<file path="config.mk">
export PLATFORM = sky130hd
export DESIGN_NAME = cpu_xfer_core
export DESIGN_NICKNAME = d
export VERILOG_FILES = /design/src/cpu_xfer_pkg.sv /design/src/cpu_xfer_core.sv
export SDC_FILE = /design/constraint.sdc
export NUM_CORES = 2
export LEC_CHECK = 0
export BUFFER_PORTS_ARGS = -buffer_cell sky130_fd_sc_hd__buf_4
export CORE_MARGIN = 3
export CORE_UTILIZATION = 45
export DETAILED_ROUTE_END_ITERATION = 7
export PLACE_DENSITY = 0.59
export SLEW_MARGIN = 30
export SYNTH_ARGS = -nofsm -noshare
export SYNTH_HDL_FRONTEND = slang
export SYNTH_SLANG_ARGS = --single-unit
</file>
<file path="constraint.sdc">
create_clock -name core_clk -period 13.8 [get_ports core_clk]
set_input_delay 1.38 -clock core_clk [delete_from_list [all_inputs] [get_ports core_clk]]
set_output_delay 1.38 -clock core_clk [all_outputs]
set_load 0.02 [all_outputs]
</file>
<file path="src/cpu_xfer_pkg.sv">
package cpu_xfer_pkg;

	typedef enum logic [3:0] {
		CL_XFER, CL_ARITH, CL_LOGIC, CL_SHIFT, CL_BIT, CL_BRANCH, CL_SYS, CL_BLOCK, CL_NONE
	} class_t;

	typedef enum logic {S_IDLE, S_MEM} state_t;

	// Operand sizes
	localparam logic [1:0] SZ_B = 2'h0;
	localparam logic [1:0] SZ_W = 2'h1;
	localparam logic [1:0] SZ_L = 2'h2;
	localparam logic [2:0] BYTES_B = 3'h1;
	localparam logic [2:0] BYTES_W = 3'h2;
	localparam logic [2:0] BYTES_L = 3'h4;

	// Operand source / access kind
	localparam logic [2:0] MD_REG = 3'h0;
	localparam logic [2:0] MD_IMM = 3'h1;
	localparam logic [2:0] MD_LOAD = 3'h2;
	localparam logic [2:0] MD_STORE = 3'h3;
	localparam logic [2:0] MD_FETCH = 3'h4;

	// Pointer update
	localparam logic [1:0] AM_PLAIN = 2'h0;
	localparam logic [1:0] AM_POSTINC = 2'h1;
	localparam logic [1:0] AM_PREDEC = 2'h2;

	// Instruction numbering, grouped by class
	localparam logic [6:0] ID_MOV = 7'h00;
	localparam logic [6:0] ID_PUSHPOP = 7'h01;
	localparam logic [6:0] ID_MULTI = 7'h02;
	localparam logic [6:0] ID_PSYNC_LD = 7'h03;
	localparam logic [6:0] ID_PSYNC_ST = 7'h04;
	localparam logic [6:0] ID_ARITH = 7'h05;
	localparam logic [6:0] ID_ADD_WITH_CARRY = 7'h09;
	localparam logic [6:0] ID_SUB_WITH_BORROW = 7'h0a;
	localparam logic [6:0] ID_DAA = 7'h0b;
	localparam logic [6:0] ID_DAS = 7'h0c;
	localparam logic [6:0] ID_MULDIV = 7'h11;
	localparam logic [6:0] ID_EXT = 7'h15;
	localparam logic [6:0] ID_LDMAC = 7'h19;
	localparam logic [6:0] ID_STMAC = 7'h1a;
	localparam logic [6:0] ID_CLRMAC = 7'h1b;
	localparam logic [6:0] ID_LOGIC = 7'h1c;
	localparam logic [6:0] ID_SHIFT = 7'h20;
	localparam logic [6:0] ID_BIT = 7'h28;
	localparam logic [6:0] ID_BRANCH = 7'h36;
	localparam logic [6:0] ID_SYS = 7'h3b;
	localparam logic [6:0] ID_BLOCK = 7'h44;
	localparam logic [6:0] ID_COUNT = 7'h45;

	// Bit operation kinds
	localparam logic [3:0] BT_SET = 4'h0;
	localparam logic [3:0] BT_CLR = 4'h1;
	localparam logic [3:0] BT_NOT = 4'h2;
	localparam logic [3:0] BT_TST = 4'h3;
	localparam logic [3:0] BT_LD = 4'h4;
	localparam logic [3:0] BT_ILD = 4'h5;
	localparam logic [3:0] BT_ST = 4'h6;
	localparam logic [3:0] BT_IST = 4'h7;
	localparam logic [3:0] BT_AND = 4'h8;
	localparam logic [3:0] BT_IAND = 4'h9;
	localparam logic [3:0] BT_OR = 4'ha;
	localparam logic [3:0] BT_IOR = 4'hb;
	localparam logic [3:0] BT_XOR = 4'hc;

	// Shift kinds; bit 0 set means rightward
	localparam logic [2:0] SH_SHAR = 3'h1;
	localparam logic [2:0] SH_ROTL = 3'h4;
	localparam logic [2:0] SH_ROTR = 3'h5;
	localparam logic [2:0] SH_ROTXL = 3'h6;
	localparam logic [2:0] SH_ROTXR = 3'h7;

	// Packed decimal
	localparam logic [3:0] BCD_DIGIT_MAX = 4'h9;
	localparam logic [7:0] BCD_BYTE_MAX = 8'h99;
	localparam logic [7:0] BCD_ADJ_LO = 8'h06;
	localparam logic [7:0] BCD_ADJ_HI = 8'h60;

	localparam logic [2:0] SP_IDX = 3'h7;
	localparam int MAC_HI_W = 10;
	localparam int MAC_EXT_W = 22;

endpackage

</file>
<file path="src/cpu_xfer_core.sv">
// Operation
// - Operands are bits, packed decimal digits, bytes, words and longwords.
// - Bit operations select one bit, 0 to 7, of a byte.
// - Decimal adjust treats a byte as two packed decimal digits.
// - Odd word or longword data address: bit 0 forced low, no error.
// - Instruction fetch address gets the same bit 0 forcing.
// - Decoder knows 69 instructions in eight classes.
// - Shift class has eight kinds, each byte, word or longword.
// - Bit class has fourteen byte-sized kinds using the carry flag.
// - Carry add/subtract and decimal adjust byte only; multiply/divide byte or word.
// - Peripheral-synchronised byte transfers are unsupported.
// - Pop equals load from stack pointer with post-increment.
// - Push equals store with stack pointer pre-decrement.
// - Multi-register restore loads two or more longword registers from stack.
// - Multi-register save stores two or more longword registers on stack.
// - Register file seen as 16 bytes, 16 words, 8 longwords, shared.
// - Move goes register to register, register to or from memory, or immediate.
// - Accumulator is 64 bits; upper half keeps 10 bits, sign-extended.
`timescale 1ns/1ns
`default_nettype none
module cpu_xfer_core import cpu_xfer_pkg::*; (
	// Clock and reset
	input wire logic core_clk,
	input wire logic rst,
	// Command
	input wire logic cmd_valid,
	input wire logic [6:0] cmd_inst,
	input wire logic [1:0] cmd_size,
	input wire logic [2:0] cmd_mode,
	input wire logic [1:0] cmd_am,
	input wire logic [3:0] cmd_rd,
	input wire logic [3:0] cmd_rs,
	input wire logic [31:0] cmd_imm,
	output logic cmd_ready_q,
	// Status
	output logic done_q,
	output logic illegal_q,
	output class_t class_q,
	output logic [31:0] result_q,
	output logic [15:0] fetch_word_q,
	output logic c_q,
	output logic z_q,
	output logic h_q,
	// Memory bus
	output logic mem_req_q,
	output logic mem_we_q,
	output logic [31:0] mem_addr_q,
	output logic [7:0] mem_wdata_q,
	input wire logic mem_ack,
	input wire logic [7:0] mem_rdata
);

////////////////////////////////////////////////////////////////////////////////

function automatic class_t class_of(input logic [6:0] id);
	if (id < ID_ARITH) return CL_XFER;
	else if (id < ID_LOGIC) return CL_ARITH;
	else if (id < ID_SHIFT) return CL_LOGIC;
	else if (id < ID_BIT) return CL_SHIFT;
	else if (id < ID_BRANCH) return CL_BIT;
	else if (id < ID_SYS) return CL_BRANCH;
	else if (id < ID_BLOCK) return CL_SYS;
	else if (id < ID_COUNT) return CL_BLOCK;
	return CL_NONE;
endfunction

function automatic logic size_ok(input logic [6:0] id, input logic [1:0] sz);
	if (sz != SZ_B && sz != SZ_W && sz != SZ_L) return 1'b0;
	if (id == ID_PSYNC_LD || id == ID_PSYNC_ST) return 1'b0;
	if (id >= ID_ADD_WITH_CARRY && id <= ID_DAS) return sz == SZ_B;
	if (id >= ID_MULDIV && id < ID_EXT) return sz != SZ_L;
	if (id == ID_PUSHPOP) return sz != SZ_B;
	if (id == ID_MULTI) return sz == SZ_L;
	if (class_of(id) == CL_BIT) return sz == SZ_B;
	return id < ID_COUNT;
endfunction

function automatic logic [2:0] nbytes(input logic [1:0] sz);
	return (sz == SZ_B) ? BYTES_B : ((sz == SZ_W) ? BYTES_W : BYTES_L);
endfunction

function automatic logic [31:0] align(input logic [31:0] a, input logic [1:0] sz);
	return (sz == SZ_B) ? a : {a[31:1], 1'b0};
endfunction

function automatic logic [31:0] ljust(input logic [31:0] v, input logic [1:0] sz);
	if (sz == SZ_B) return {v[7:0], 24'h0};
	if (sz == SZ_W) return {v[15:0], 16'h0};
	return v;
endfunction

function automatic logic [31:0] reg_get(input logic [31:0] w, input logic [3:0] idx,
		input logic [1:0] sz);
	if (sz == SZ_B) return idx[3] ? {24'h0, w[7:0]} : {24'h0, w[15:8]};
	if (sz == SZ_W) return idx[3] ? {16'h0, w[31:16]} : {16'h0, w[15:0]};
	return w;
endfunction

function automatic logic [31:0] reg_put(input logic [31:0] w, input logic [3:0] idx,
		input logic [1:0] sz, input logic [31:0] v);
	logic [31:0] r;
	r = w;
	if (sz == SZ_B) begin
		if (idx[3]) r[7:0] = v[7:0];
		else r[15:8] = v[7:0];
	end else if (sz == SZ_W) begin
		if (idx[3]) r[31:16] = v[15:0];
		else r[15:0] = v[15:0];
	end else begin
		r = v;
	end
	return r;
endfunction

// Returns {carry, result}
function automatic logic [32:0] shift_op(input logic [31:0] v, input logic [1:0] sz,
		input logic [2:0] k, input logic c);
	logic [31:0] m;
	logic [31:0] t;
	logic [31:0] r;
	logic top;
	logic fill;
	m = (sz == SZ_B) ? 32'hff : ((sz == SZ_W) ? 32'hffff : 32'hffffffff);
	t = m & ~(m >> 1);
	top = |(v & t);
	if (!k[0]) begin
		fill = (k == SH_ROTL) ? top : ((k == SH_ROTXL) ? c : 1'b0);
		r = ((v & m) << 1) | {31'h0, fill};
		return {top, r & m};
	end
	case (k)
		SH_SHAR: fill = top;
		SH_ROTR: fill = v[0];
		SH_ROTXR: fill = c;
		default: fill = 1'b0;
	endcase
	r = ((v & m) >> 1) | (fill ? t : 32'h0);
	return {v[0], r};
endfunction

// Returns {carry, zero, byte}
function automatic logic [9:0] bit_op(input logic [7:0] v, input logic [2:0] n,
		input logic [3:0] k, input logic c);
	logic [7:0] r;
	logic b;
	logic co;
	r = v;
	b = v[n];
	co = c;
	case (k)
		BT_SET: r[n] = 1'b1;
		BT_CLR: r[n] = 1'b0;
		BT_NOT: r[n] = ~b;
		BT_TST: co = c;
		BT_LD: co = b;
		BT_ILD: co = ~b;
		BT_ST: r[n] = c;
		BT_IST: r[n] = ~c;
		BT_AND: co = c & b;
		BT_IAND: co = c & ~b;
		BT_OR: co = c | b;
		BT_IOR: co = c | ~b;
		BT_XOR: co = c ^ b;
		default: co = c ^ ~b;
	endcase
	return {co, ~b, r};
endfunction

// Returns {carry, byte}
function automatic logic [8:0] dec_adj(input logic [7:0] v, input logic c, input logic h,
		input logic sub);
	logic [7:0] adj;
	logic co;
	adj = 8'h0;
	co = c;
	if (h || (!sub && v[3:0] > BCD_DIGIT_MAX)) adj = adj | BCD_ADJ_LO;
	if (c || (!sub && v > BCD_BYTE_MAX)) begin
		adj = adj | BCD_ADJ_HI;
		co = 1'b1;
	end
	return {co, sub ? v - adj : v + adj};
endfunction

////////////////////////////////////////////////////////////////////////////////

state_t state_q;
logic [31:0] regs_q [8];
logic [31:0] data_q;
logic [2:0] bcnt_q, left_q, cur_q;
logic [3:0] rd_q;
logic [1:0] sz_q;
logic multi_q, fetch_q;
logic [MAC_HI_W-1:0] mac_hi_q;
logic [31:0] mac_lo_q;

logic acc, ok, is_fetch, is_mem, is_st, is_multi, sub, last_ack;
logic [2:0] ptr, cnt, bsel;
logic [1:0] am, esz;
logic [3:0] bk;
logic [7:0] abyte;
logic [31:0] a, b, pv, step, base, stl, nxt;

always_comb begin
	acc = cmd_valid && cmd_ready_q;
	is_fetch = cmd_mode == MD_FETCH;
	is_st = cmd_mode == MD_STORE;
	is_multi = cmd_inst == ID_MULTI && !is_fetch;
	ok = size_ok(cmd_inst, cmd_size) && !(is_multi && cmd_imm[1:0] == 2'h0);
	is_mem = is_fetch || (ok && (cmd_mode == MD_LOAD || is_st) && cmd_inst <= ID_MULTI);
	a = reg_get(regs_q[cmd_rd[2:0]], cmd_rd, cmd_size);
	b = (cmd_mode == MD_IMM) ? cmd_imm : reg_get(regs_q[cmd_rs[2:0]], cmd_rs, cmd_size);
	abyte = a[7:0];
	bsel = cmd_imm[2:0];
	cnt = {1'b0, cmd_imm[1:0]} + 3'h1;
	ptr = (cmd_inst == ID_MOV) ? cmd_rs[2:0] : SP_IDX;
	esz = is_multi ? SZ_L : (is_fetch ? SZ_W : cmd_size);
	am = cmd_am;
	if (cmd_inst != ID_MOV) am = is_st ? AM_PREDEC : AM_POSTINC;
	if (is_fetch) am = AM_PLAIN;
	step = is_multi ? 32'({cnt, 2'h0}) : 32'(nbytes(esz));
	pv = is_fetch ? cmd_imm : regs_q[ptr];
	base = (am == AM_PREDEC) ? pv - step : pv;
	stl = ljust(is_multi ? regs_q[3'(cmd_rd[2:0] + cnt - 3'h1)] : a, esz);
	nxt = regs_q[3'(cur_q - 3'h1)];
	last_ack = mem_req_q && mem_ack && bcnt_q == BYTES_B;
end

logic [8:0] sum, da;
logic [4:0] hs;
logic [32:0] shr;
logic [9:0] bo;
logic we, c_we, c_d, h_we, h_d, z_we, z_d;
logic [3:0] widx;
logic [1:0] wsz;
logic [31:0] wval;

always_comb begin
	sub = cmd_inst == ID_SUB_WITH_BORROW;
	sum = sub ? {1'b0, abyte} - {1'b0, b[7:0]} - {8'h0, c_q}
		: {1'b0, abyte} + {1'b0, b[7:0]} + {8'h0, c_q};
	hs = sub ? {1'b0, a[3:0]} - {1'b0, b[3:0]} - {4'h0, c_q}
		: {1'b0, a[3:0]} + {1'b0, b[3:0]} + {4'h0, c_q};
	bk = 4'(cmd_inst - ID_BIT);
	shr = shift_op(a, cmd_size, 3'(cmd_inst - ID_SHIFT), c_q);
	bo = bit_op(abyte, bsel, bk, c_q);
	da = dec_adj(abyte, c_q, h_q, cmd_inst == ID_DAS);
	we = 1'b0;
	widx = cmd_rd;
	wsz = cmd_size;
	wval = b;
	c_we = 1'b0;
	c_d = c_q;
	h_we = 1'b0;
	h_d = hs[4];
	z_we = 1'b0;
	z_d = bo[8];
	if (state_q == S_MEM) begin
		if (last_ack && !mem_we_q && !fetch_q) begin
			we = 1'b1;
			widx = multi_q ? {1'b0, cur_q} : rd_q;
			wsz = sz_q;
			wval = {data_q[23:0], mem_rdata};
		end
	end else if (acc && is_mem) begin
		we = am != AM_PLAIN;
		widx = {1'b0, ptr};
		wsz = SZ_L;
		wval = (am == AM_POSTINC) ? pv + step : base;
	end else if (acc && ok) begin
		we = 1'b1;
		if (cmd_inst == ID_MOV) begin
			wval = b;
		end else if (cmd_inst == ID_ADD_WITH_CARRY || sub) begin
			wval = {24'h0, sum[7:0]};
			c_we = 1'b1;
			c_d = sum[8];
			h_we = 1'b1;
		end else if (cmd_inst == ID_DAA || cmd_inst == ID_DAS) begin
			wval = {24'h0, da[7:0]};
			c_we = 1'b1;
			c_d = da[8];
		end else if (class_of(cmd_inst) == CL_SHIFT) begin
			wval = shr[31:0];
			c_we = 1'b1;
			c_d = shr[32];
		end else if (class_of(cmd_inst) == CL_BIT) begin
			wval = {24'h0, bo[7:0]};
			c_we = 1'b1;
			c_d = bo[9];
			z_we = bk == BT_TST;
		end else if (cmd_inst == ID_STMAC) begin
			wsz = SZ_L;
			wval = cmd_rs[0] ? {{MAC_EXT_W{mac_hi_q[MAC_HI_W-1]}}, mac_hi_q} : mac_lo_q;
		end else begin
			we = 1'b0;
		end
	end
end

////////////////////////////////////////////////////////////////////////////////

always_ff @(posedge core_clk) begin
	if (rst) begin
		state_q <= S_IDLE;
		cmd_ready_q <= 1'b1;
		done_q <= 1'b0;
	end else begin
		done_q <= 1'b0;
		if (state_q == S_IDLE) begin
			if (acc) begin
				done_q <= !is_mem;
				if (is_mem) begin
					state_q <= S_MEM;
					cmd_ready_q <= 1'b0;
				end
			end
		end else if (last_ack && left_q == 3'h0) begin
			state_q <= S_IDLE;
			cmd_ready_q <= 1'b1;
			done_q <= 1'b1;
		end
	end
end

always_ff @(posedge core_clk) begin
	if (rst) begin
		mem_req_q <= 1'b0;
		mem_we_q <= 1'b0;
		mem_addr_q <= 32'h0;
		mem_wdata_q <= 8'h0;
		data_q <= 32'h0;
		bcnt_q <= 3'h0;
		left_q <= 3'h0;
		cur_q <= 3'h0;
		rd_q <= 4'h0;
		sz_q <= SZ_B;
		multi_q <= 1'b0;
		fetch_q <= 1'b0;
	end else if (state_q == S_IDLE) begin
		if (acc && is_mem) begin
			mem_req_q <= 1'b1;
			mem_we_q <= is_st;
			mem_addr_q <= align(base, esz);
			data_q <= stl;
			mem_wdata_q <= stl[31:24];
			bcnt_q <= nbytes(esz);
			left_q <= is_multi ? cnt - 3'h1 : 3'h0;
			cur_q <= 3'(cmd_rd[2:0] + cnt - 3'h1);
			rd_q <= cmd_rd;
			sz_q <= esz;
			multi_q <= is_multi;
			fetch_q <= is_fetch;
		end
	end else if (mem_req_q && mem_ack) begin
		mem_addr_q <= mem_addr_q + 32'h1;
		if (bcnt_q != BYTES_B) begin
			bcnt_q <= bcnt_q - 3'h1;
			data_q <= {data_q[23:0], mem_rdata};
			mem_wdata_q <= data_q[23:16];
		end else if (left_q != 3'h0) begin
			left_q <= left_q - 3'h1;
			cur_q <= cur_q - 3'h1;
			bcnt_q <= BYTES_L;
			data_q <= nxt;
			mem_wdata_q <= nxt[31:24];
		end else begin
			mem_req_q <= 1'b0;
		end
	end
end

always_ff @(posedge core_clk) begin
	if (rst) begin
		for (int i = 0; i < 8; i++) regs_q[i] <= 32'h0;
	end else if (we) begin
		regs_q[widx[2:0]] <= reg_put(regs_q[widx[2:0]], widx, wsz, wval);
	end
end

always_ff @(posedge core_clk) begin
	if (rst) begin
		c_q <= 1'b0;
		h_q <= 1'b0;
		z_q <= 1'b0;
	end else begin
		if (c_we) c_q <= c_d;
		if (h_we) h_q <= h_d;
		if (z_we) z_q <= z_d;
	end
end

always_ff @(posedge core_clk) begin
	if (rst) begin
		mac_hi_q <= '0;
		mac_lo_q <= 32'h0;
	end else if (acc && ok && !is_mem) begin
		if (cmd_inst == ID_CLRMAC) begin
			mac_hi_q <= '0;
			mac_lo_q <= 32'h0;
		end else if (cmd_inst == ID_LDMAC && cmd_rd[0]) begin
			mac_hi_q <= b[MAC_HI_W-1:0];
		end else if (cmd_inst == ID_LDMAC) begin
			mac_lo_q <= b;
		end
	end
end

always_ff @(posedge core_clk) begin
	if (rst) begin
		illegal_q <= 1'b0;
		class_q <= CL_NONE;
		result_q <= 32'h0;
		fetch_word_q <= 16'h0;
	end else begin
		if (acc) begin
			illegal_q <= !is_fetch && !ok;
			class_q <= is_fetch ? class_q : class_of(cmd_inst);
		end
		if (we) result_q <= wval;
		if (last_ack && fetch_q) fetch_word_q <= {data_q[7:0], mem_rdata};
	end
end
endmodule
`default_nettype wire

</file>
Yosys cells after proc, flatten, opt, wreduce, memory -nomap -nowiden
Memory sizes are Yosys's and may differ from the RTL's.
Index checks and enable logic that the tools add are counted.
{"block": "classes", "n_lt_le_gt_ge": 17, "bitwise_logic": 22, "eq_ne": 60, "add_sub_neg": 22, "n_reduce_logical": 71, "muxes": 294}
{"cell": "two-way mux 32 bit", "count": 39}
{"cell": "two-way mux 16 bit", "count": 10}
{"cell": "two-way mux 1 bit", "count": 143}
{"cell": "two-way mux 4 bit", "count": 35}
{"cell": "AND 32 bit", "count": 4}
{"cell": "two-way mux 24 bit", "count": 5}
{"cell": "two-way mux 8 bit", "count": 10}
{"cell": "two-way mux 3 bit", "count": 22}
{"cell": "OR reduction 32 bit", "count": 2}
{"cell": "one-hot mux 8 bit (5 select lines)", "count": 1}
{"cell": "two-way mux 33 bit", "count": 1}
{"cell": "adder 32 x 1 -> 32 bit (second input constant)", "count": 1}
{"cell": "adder 32 x 5 -> 32 bit", "count": 1}
{"cell": "NOT 31 -> 32 bit", "count": 1}
{"cell": "bitwise OR 31 x 32 -> 32 bit", "count": 1}
{"cell": "bitwise OR 32 x 1 -> 32 bit", "count": 1}
{"cell": "subtractor 32 x 5 -> 32 bit", "count": 1}
{"cell": "two-way mux 2 bit", "count": 15}
{"cell": "== test 7 x 4 -> 1 bit (second input constant)", "count": 4}
{"cell": "less-than comparator 7 x 6 -> 1 bit (second input constant)", "count": 4}
{"cell": "bitwise mux 8 bit", "count": 3}
{"cell": "== test 4 x 3 -> 1 bit (second input constant)", "count": 6}
{"cell": "logical AND 1 bit", "count": 24}
{"cell": "== test 7 x 5 -> 1 bit (second input constant)", "count": 3}
{"cell": "other kinds (73)", "count": 149}
{"block": "totals", "wordCells": 511, "register_bits": 184, "output_inout_bits": 100, "n_memories": 1, "mem_bits_rw": 256}
{"memory": "regs_q", "words": 8, "word_bits": 32, "read_ports": 5, "rd_ports_with_merged_regs": 0, "wr": 8, "line": "cpu_xfer_core.sv:187", "source": "logic [31:0] regs_q [8];"}

Longest topological paths before layout
{"block": "depth", "ltp_word": 92, "ltp_mapped": 28}

Worst setup path after synthesis
Ideal clock, no wire load.
{"block": "synth_timing", "path_type": "in2reg", "start": "input port cmd_inst[1]", "end": "memory regs_q[0][24] (data pin)", "t_required_ps": 13519, "t_arrival_ps": 6139, "setup_slack_ps": 7379, "setup_ps": 281, "stages": 22, "path_buffers": 4, "path_cell_list": "buf_2 > nor4_4 > buf_4 > nand3_2 > buf_2 > buf_1 > mux2i_1 > a211oi_1 > a31oi_1 > o21ai_0 > ha_1 > a21oi_1 > o21bai_1 > a21oi_1 > or3b_2 > and4bb_2 > nor3b_2 > nand3_1 > xor2_1 > o21ai_0 > nor3_1 > nor3_1"}
{"element": "from (decl)", "line": "cpu_xfer_core.sv:27", "source": "input wire logic [6:0] cmd_inst,"}
{"element": "to (decl)", "line": "cpu_xfer_core.sv:187"}

==> flow_metrics.py <==
metrics = {
    "cts": {
        "htree_levels": 2,
        "post_cts.resized_instances": 0,
        "cts.root.buffer_cell": "sky130_fd_sc_hd__clkbuf_16",
        "insertion_delay_ps": 660,
        "tritoncts": "built",
        "cts-buffers-inserted": 53,
        "path_clk_slew_ps": 60,
        "clk_path_buf_depth": 3,
        "cts_setup_buffers": 0,
        "cts_sinks": 440,
        "cts-hold-fix-buffers": 0,
    },
    "global_route": {
        "first_global_vias": 35233,
        "grt_overall_usage_pct": 44.91,
        "antenna_found_initial": 14,
        "grt_max_degree": 78,
        "overflow": 0,
        "wire_length_of_the_first_global_routing_pass_um": 276500,
    },
    "route": {
        "route.detailed.wl_per_inst_um": 38.15,
        "drt_wl_total_um": 198900,
        "route.vias.total": 38480,
        "dr_wl_met2_um": 80430,
        "met3WireLength_um": 30850,
        "drt_pre_antenna_iters": 6,
        "drt_drc_violations_left": 0,
        "detail_route.iter0.violations": 6667,
        "routed_vias_inst": 7.382,
        "wl_met1_um": 73100,
        "route.antenna.remaining_nets": 0,
        "dr.max_layer_used": "met5",
    },
    "worst_hold_path": {
        "min_path_type": "flop to flop",
        "timing.hold.worst.start": "mem_wdata_q[0]$_SDFFE_PP0P_",
        "min_path_cells": 2,
        "hold-path-endpoint": "mem_wdata_q[0]$_SDFFE_PP0P_",
    },
    "setup_path": {
        "critPathMaxStageDelay_ps": 900,
        "critical_path_class": "primary input to flop",
        "cp-end-kind": "flop",
        "critPathLaunchType": "primary input",
        "ff_to_ff_end": "regs_q[6][20]$_SDFFCE_PN0P_",
        "required_ps": 14270,
        "critPathBufInv": 2,
        "worst_path_max_delay_cell": "sky130_fd_sc_hd__nor2_2",
        "worst-path-max-fanout": 66,
        "ff2ff_setup_slack_ps": 6770,
        "crit_family": "compound AO/OA/AOI/OAI gates",
        "worstReg2RegStart": "regs_q[4][18]$_SDFFCE_PN0P_",
        "worstRegToRegCells": 18,
        "critPathArrivalTime_ps": 9060,
        "worstPathCellList": "buf_4, nor4_4, buf_4, nand2_1, nor2_2, nor2_1, a211oi_1, a31oi_1, o21ai_0, ha_1, o21ai_0, a211o_1, a21oi_1, o2111ai_1, nor4_1, a21oi_1, xor2_1, o221ai_1, mux2i_1, nor2_1",
    },
    "synth": {
        "syn_area_mm2": 0.03719,
        "synthTopCellsByArea": "sky130_fd_sc_hd__edfxtp_1 (21%), sky130_fd_sc_hd__mux4_2 (14%), sky130_fd_sc_hd__dfxtp_1 (9.9%), sky130_fd_sc_hd__mux2i_1 (6.6%), sky130_fd_sc_hd__nor2_1 (5.2%)",
        "synth_largest_type_area_fraction_pct": 20.67,
        "synth-async-reset-ratio_pct": 0,
        "syn_avg_cell_area_um2": 9.104,
        "synth.net_count": 4207,
        "share_of_synthesized_area_occupied_by_flip_flops_and_latches_pct": 30.58,
        "synth_enable_flop_cells": 256,
        "yosys_register_bits": 440,
        "synth.largest_area_cell": "sky130_fd_sc_hd__edfxtp_1",
        "ys_warn_count": 0,
        "ys.flop_type": "sky130_fd_sc_hd__edfxtp_1",
        "post_synth_num_cell_types": 124,
        "syn_inst": 4085,
    },
    "place": {
        "dpl.cell_count": 5107,
        "dp_hpwl_um": 147100,
        "gp_congestion": 1.076,
        "preCtsSetupSlack_ps": 5125,
        "numPortBuffers": 165,
    },
    "sta": {
        "fin_worst_skew_ps": 37.74,
        "layout_worst_path_cycle_share_pct": 62.22,
        "fmaxAchievable_mhz": 116.5,
        "slew_violations": 0,
        "min_period_ps": 8587,
        "report.final.hold_viol_count": 0,
        "worst-slew-pin-transition_ps": 1177,
        "post_route_setup_tns_ps": 0,
        "holdWs_ps": 453.2,
        "setup_viol": 0,
        "postLayoutSetupSlackWorst_ps": 5213,
        "relSlewSlack_pct": 21.17,
        "grt_setup_unrepaired": "false",
    },
    "floorplanning": {
        "start_util_pct": 45.80,
        "placementRows": 104,
        "die_x_um": 293.5,
        "dieArea_mm2": 0.08613,
        "core-area_mm2": 0.08120,
        "ios": 166,
        "fp.dieH_um": 293.5,
    },
    "finish": {
        "n_fill_cell": 7764,
        "layout.nets": 4225,
        "finish.cell_count_without_fillers": 5213,
        "layout-area-overhead-vs-synth_pct": 11.01,
        "share_of_cells_above_drive_strength_1_pct": 19.08,
    },
    "job": {
        "maxCapViolCount": 0,
    },
    "power_and_ir_drop": {
        "leakagePower_nw": 14.64,
        "pwr_per_cell_area_mw_per_mm2": 106.1,
        "vdd.ir_drop.worst_v": 0.00009348,
        "post-layout-total-power_mw": 4.380,
    },
    "status": {
        "outcome": "completed",
    },
}
[cells in the final DEF, fill, tap and decap left out, drive strengths merged, types with 46 or more instances in the layout]
cell    count
o21ai     213
nor3      180
xnor2      48
clkbuf     57
dfxtp     184
o211ai     58
nor2b      52
o22ai      46
a22oi      80
a211oi    121
mux2       53
a21oi     289
nand3      81
edfxtp    256
nor2      527
buf       297
mux4      226
mux2i     247
ha         50
nand2     406
inv        75
[tightest hold or removal path, stage by stage (launching register included)]
cell,delay [ps]
sky130_fd_sc_hd__dfxtp_1,310
sky130_fd_sc_hd__nand2_1,50
sky130_fd_sc_hd__a21oi_1,50
[sequential cells by signal, indices dropped and copies added (netlist names), 2 cells and up]
| register | cells |
|---|---|
| class_q | 4 |
| regs_q | 256 |
| mac_lo_q | 32 |
| bcnt_q | 3 |
| rd_q | 4 |
| fetch_word_q | 16 |
| result_q | 32 |
| data_q | 24 |
| mem_addr_q | 32 |
| mem_wdata_q | 8 |
| cur_q | 3 |
| sz_q | 2 |
| left_q | 3 |
| mac_hi_q | 10 |
[worst max path at each step]
stage                start                           to  slack (ps)  depth (start not counted)
6_report       cmd_inst[0]  regs_q[1][15]$_SDFFCE_PN0P_        5210                         20
5_1_grt        cmd_inst[0]  regs_q[1][15]$_SDFFCE_PN0P_        5200                         20
2_1_floorplan  cmd_inst[1]  regs_q[0][24]$_SDFFCE_PN0P_        7380                         22
3_3_place_gp   cmd_inst[0]  regs_q[5][15]$_SDFFCE_PN0P_        4740                         21
3_5_place_dp   cmd_inst[0]  regs_q[1][15]$_SDFFCE_PN0P_        5120                         20
4_1_cts        cmd_inst[0]  regs_q[1][15]$_SDFFCE_PN0P_        5760                         20
[cells by family (layout without fill, tap and decap cells)]
kind of cell               count (synthesis)  count (layout)  share of synthesized area, %
DFF                                      440             440                         30.58
buffers and inverters                    406             466                         5.003
xor gates and xnor gates                  73              73                         1.719
adders and majority gates                 56              56                         2.005
AOI/OAI and AO/OA                       1104            1104                         20.05
other                                      0               8                             0
muxes                                    526             526                         21.95
and+or+nand+nor                         1480            1480                         18.70
[metrics by stage]
step	util [%]	cell area, um2
2_1_floorplan	-	37190
3_3_place_gp	48.42	39320
3_5_place_dp	48.51	39390
4_1_cts	50.80	41250
5_1_grt	50.82	41270
6_report	50.84	41280
[synth_stat cells, drive strengths merged (26+ instances only)]
| library cell | instances |
|---|---|
| a211oi | 121 |
| a31oi | 29 |
| mux4 | 226 |
| nor2 | 527 |
| o21ai | 213 |
| a22oi | 80 |
| ha | 50 |
| inv | 70 |
| o22ai | 46 |
| nor4 | 27 |
| and2 | 26 |
| a21oi | 289 |
| clkbuf | 186 |
| xnor2 | 48 |
| mux2i | 247 |
| nand2 | 406 |
| nor3 | 180 |
| buf | 148 |
| dfxtp | 184 |
| nand3 | 81 |
| mux2 | 53 |
| nor2b | 52 |
| nand2b | 40 |
| o211ai | 58 |
| edfxtp | 256 |
[power breakdown]
group	internal, mW	switching, mW
clock	0.885	0.654
sequential	1.42	0.0558
combinational	0.432	0.928
total	2.74	1.64
[final cells by class]
cell class	count	area [um2]	area share (%)
multi-input combinational	3239	24170	58.54
sequential	440	11380	27.56
timing repair buffer	297	2267	5.492
clock buffer	57	1394	3.376
tap	1060	1326	3.213
clock inverter	40	460.4	1.115
inverter	72	271.5	0.6577
antenna	8	20.02	0.04849
[per-layer routing]
metal	up-vias	global-route usage [%]
met2	3221	63.40
met3	747	19.79
met1	18838	57.45
met5	-	0
li1	15660	-
met4	14	24.70
Power figures use the tool's default switching activity.
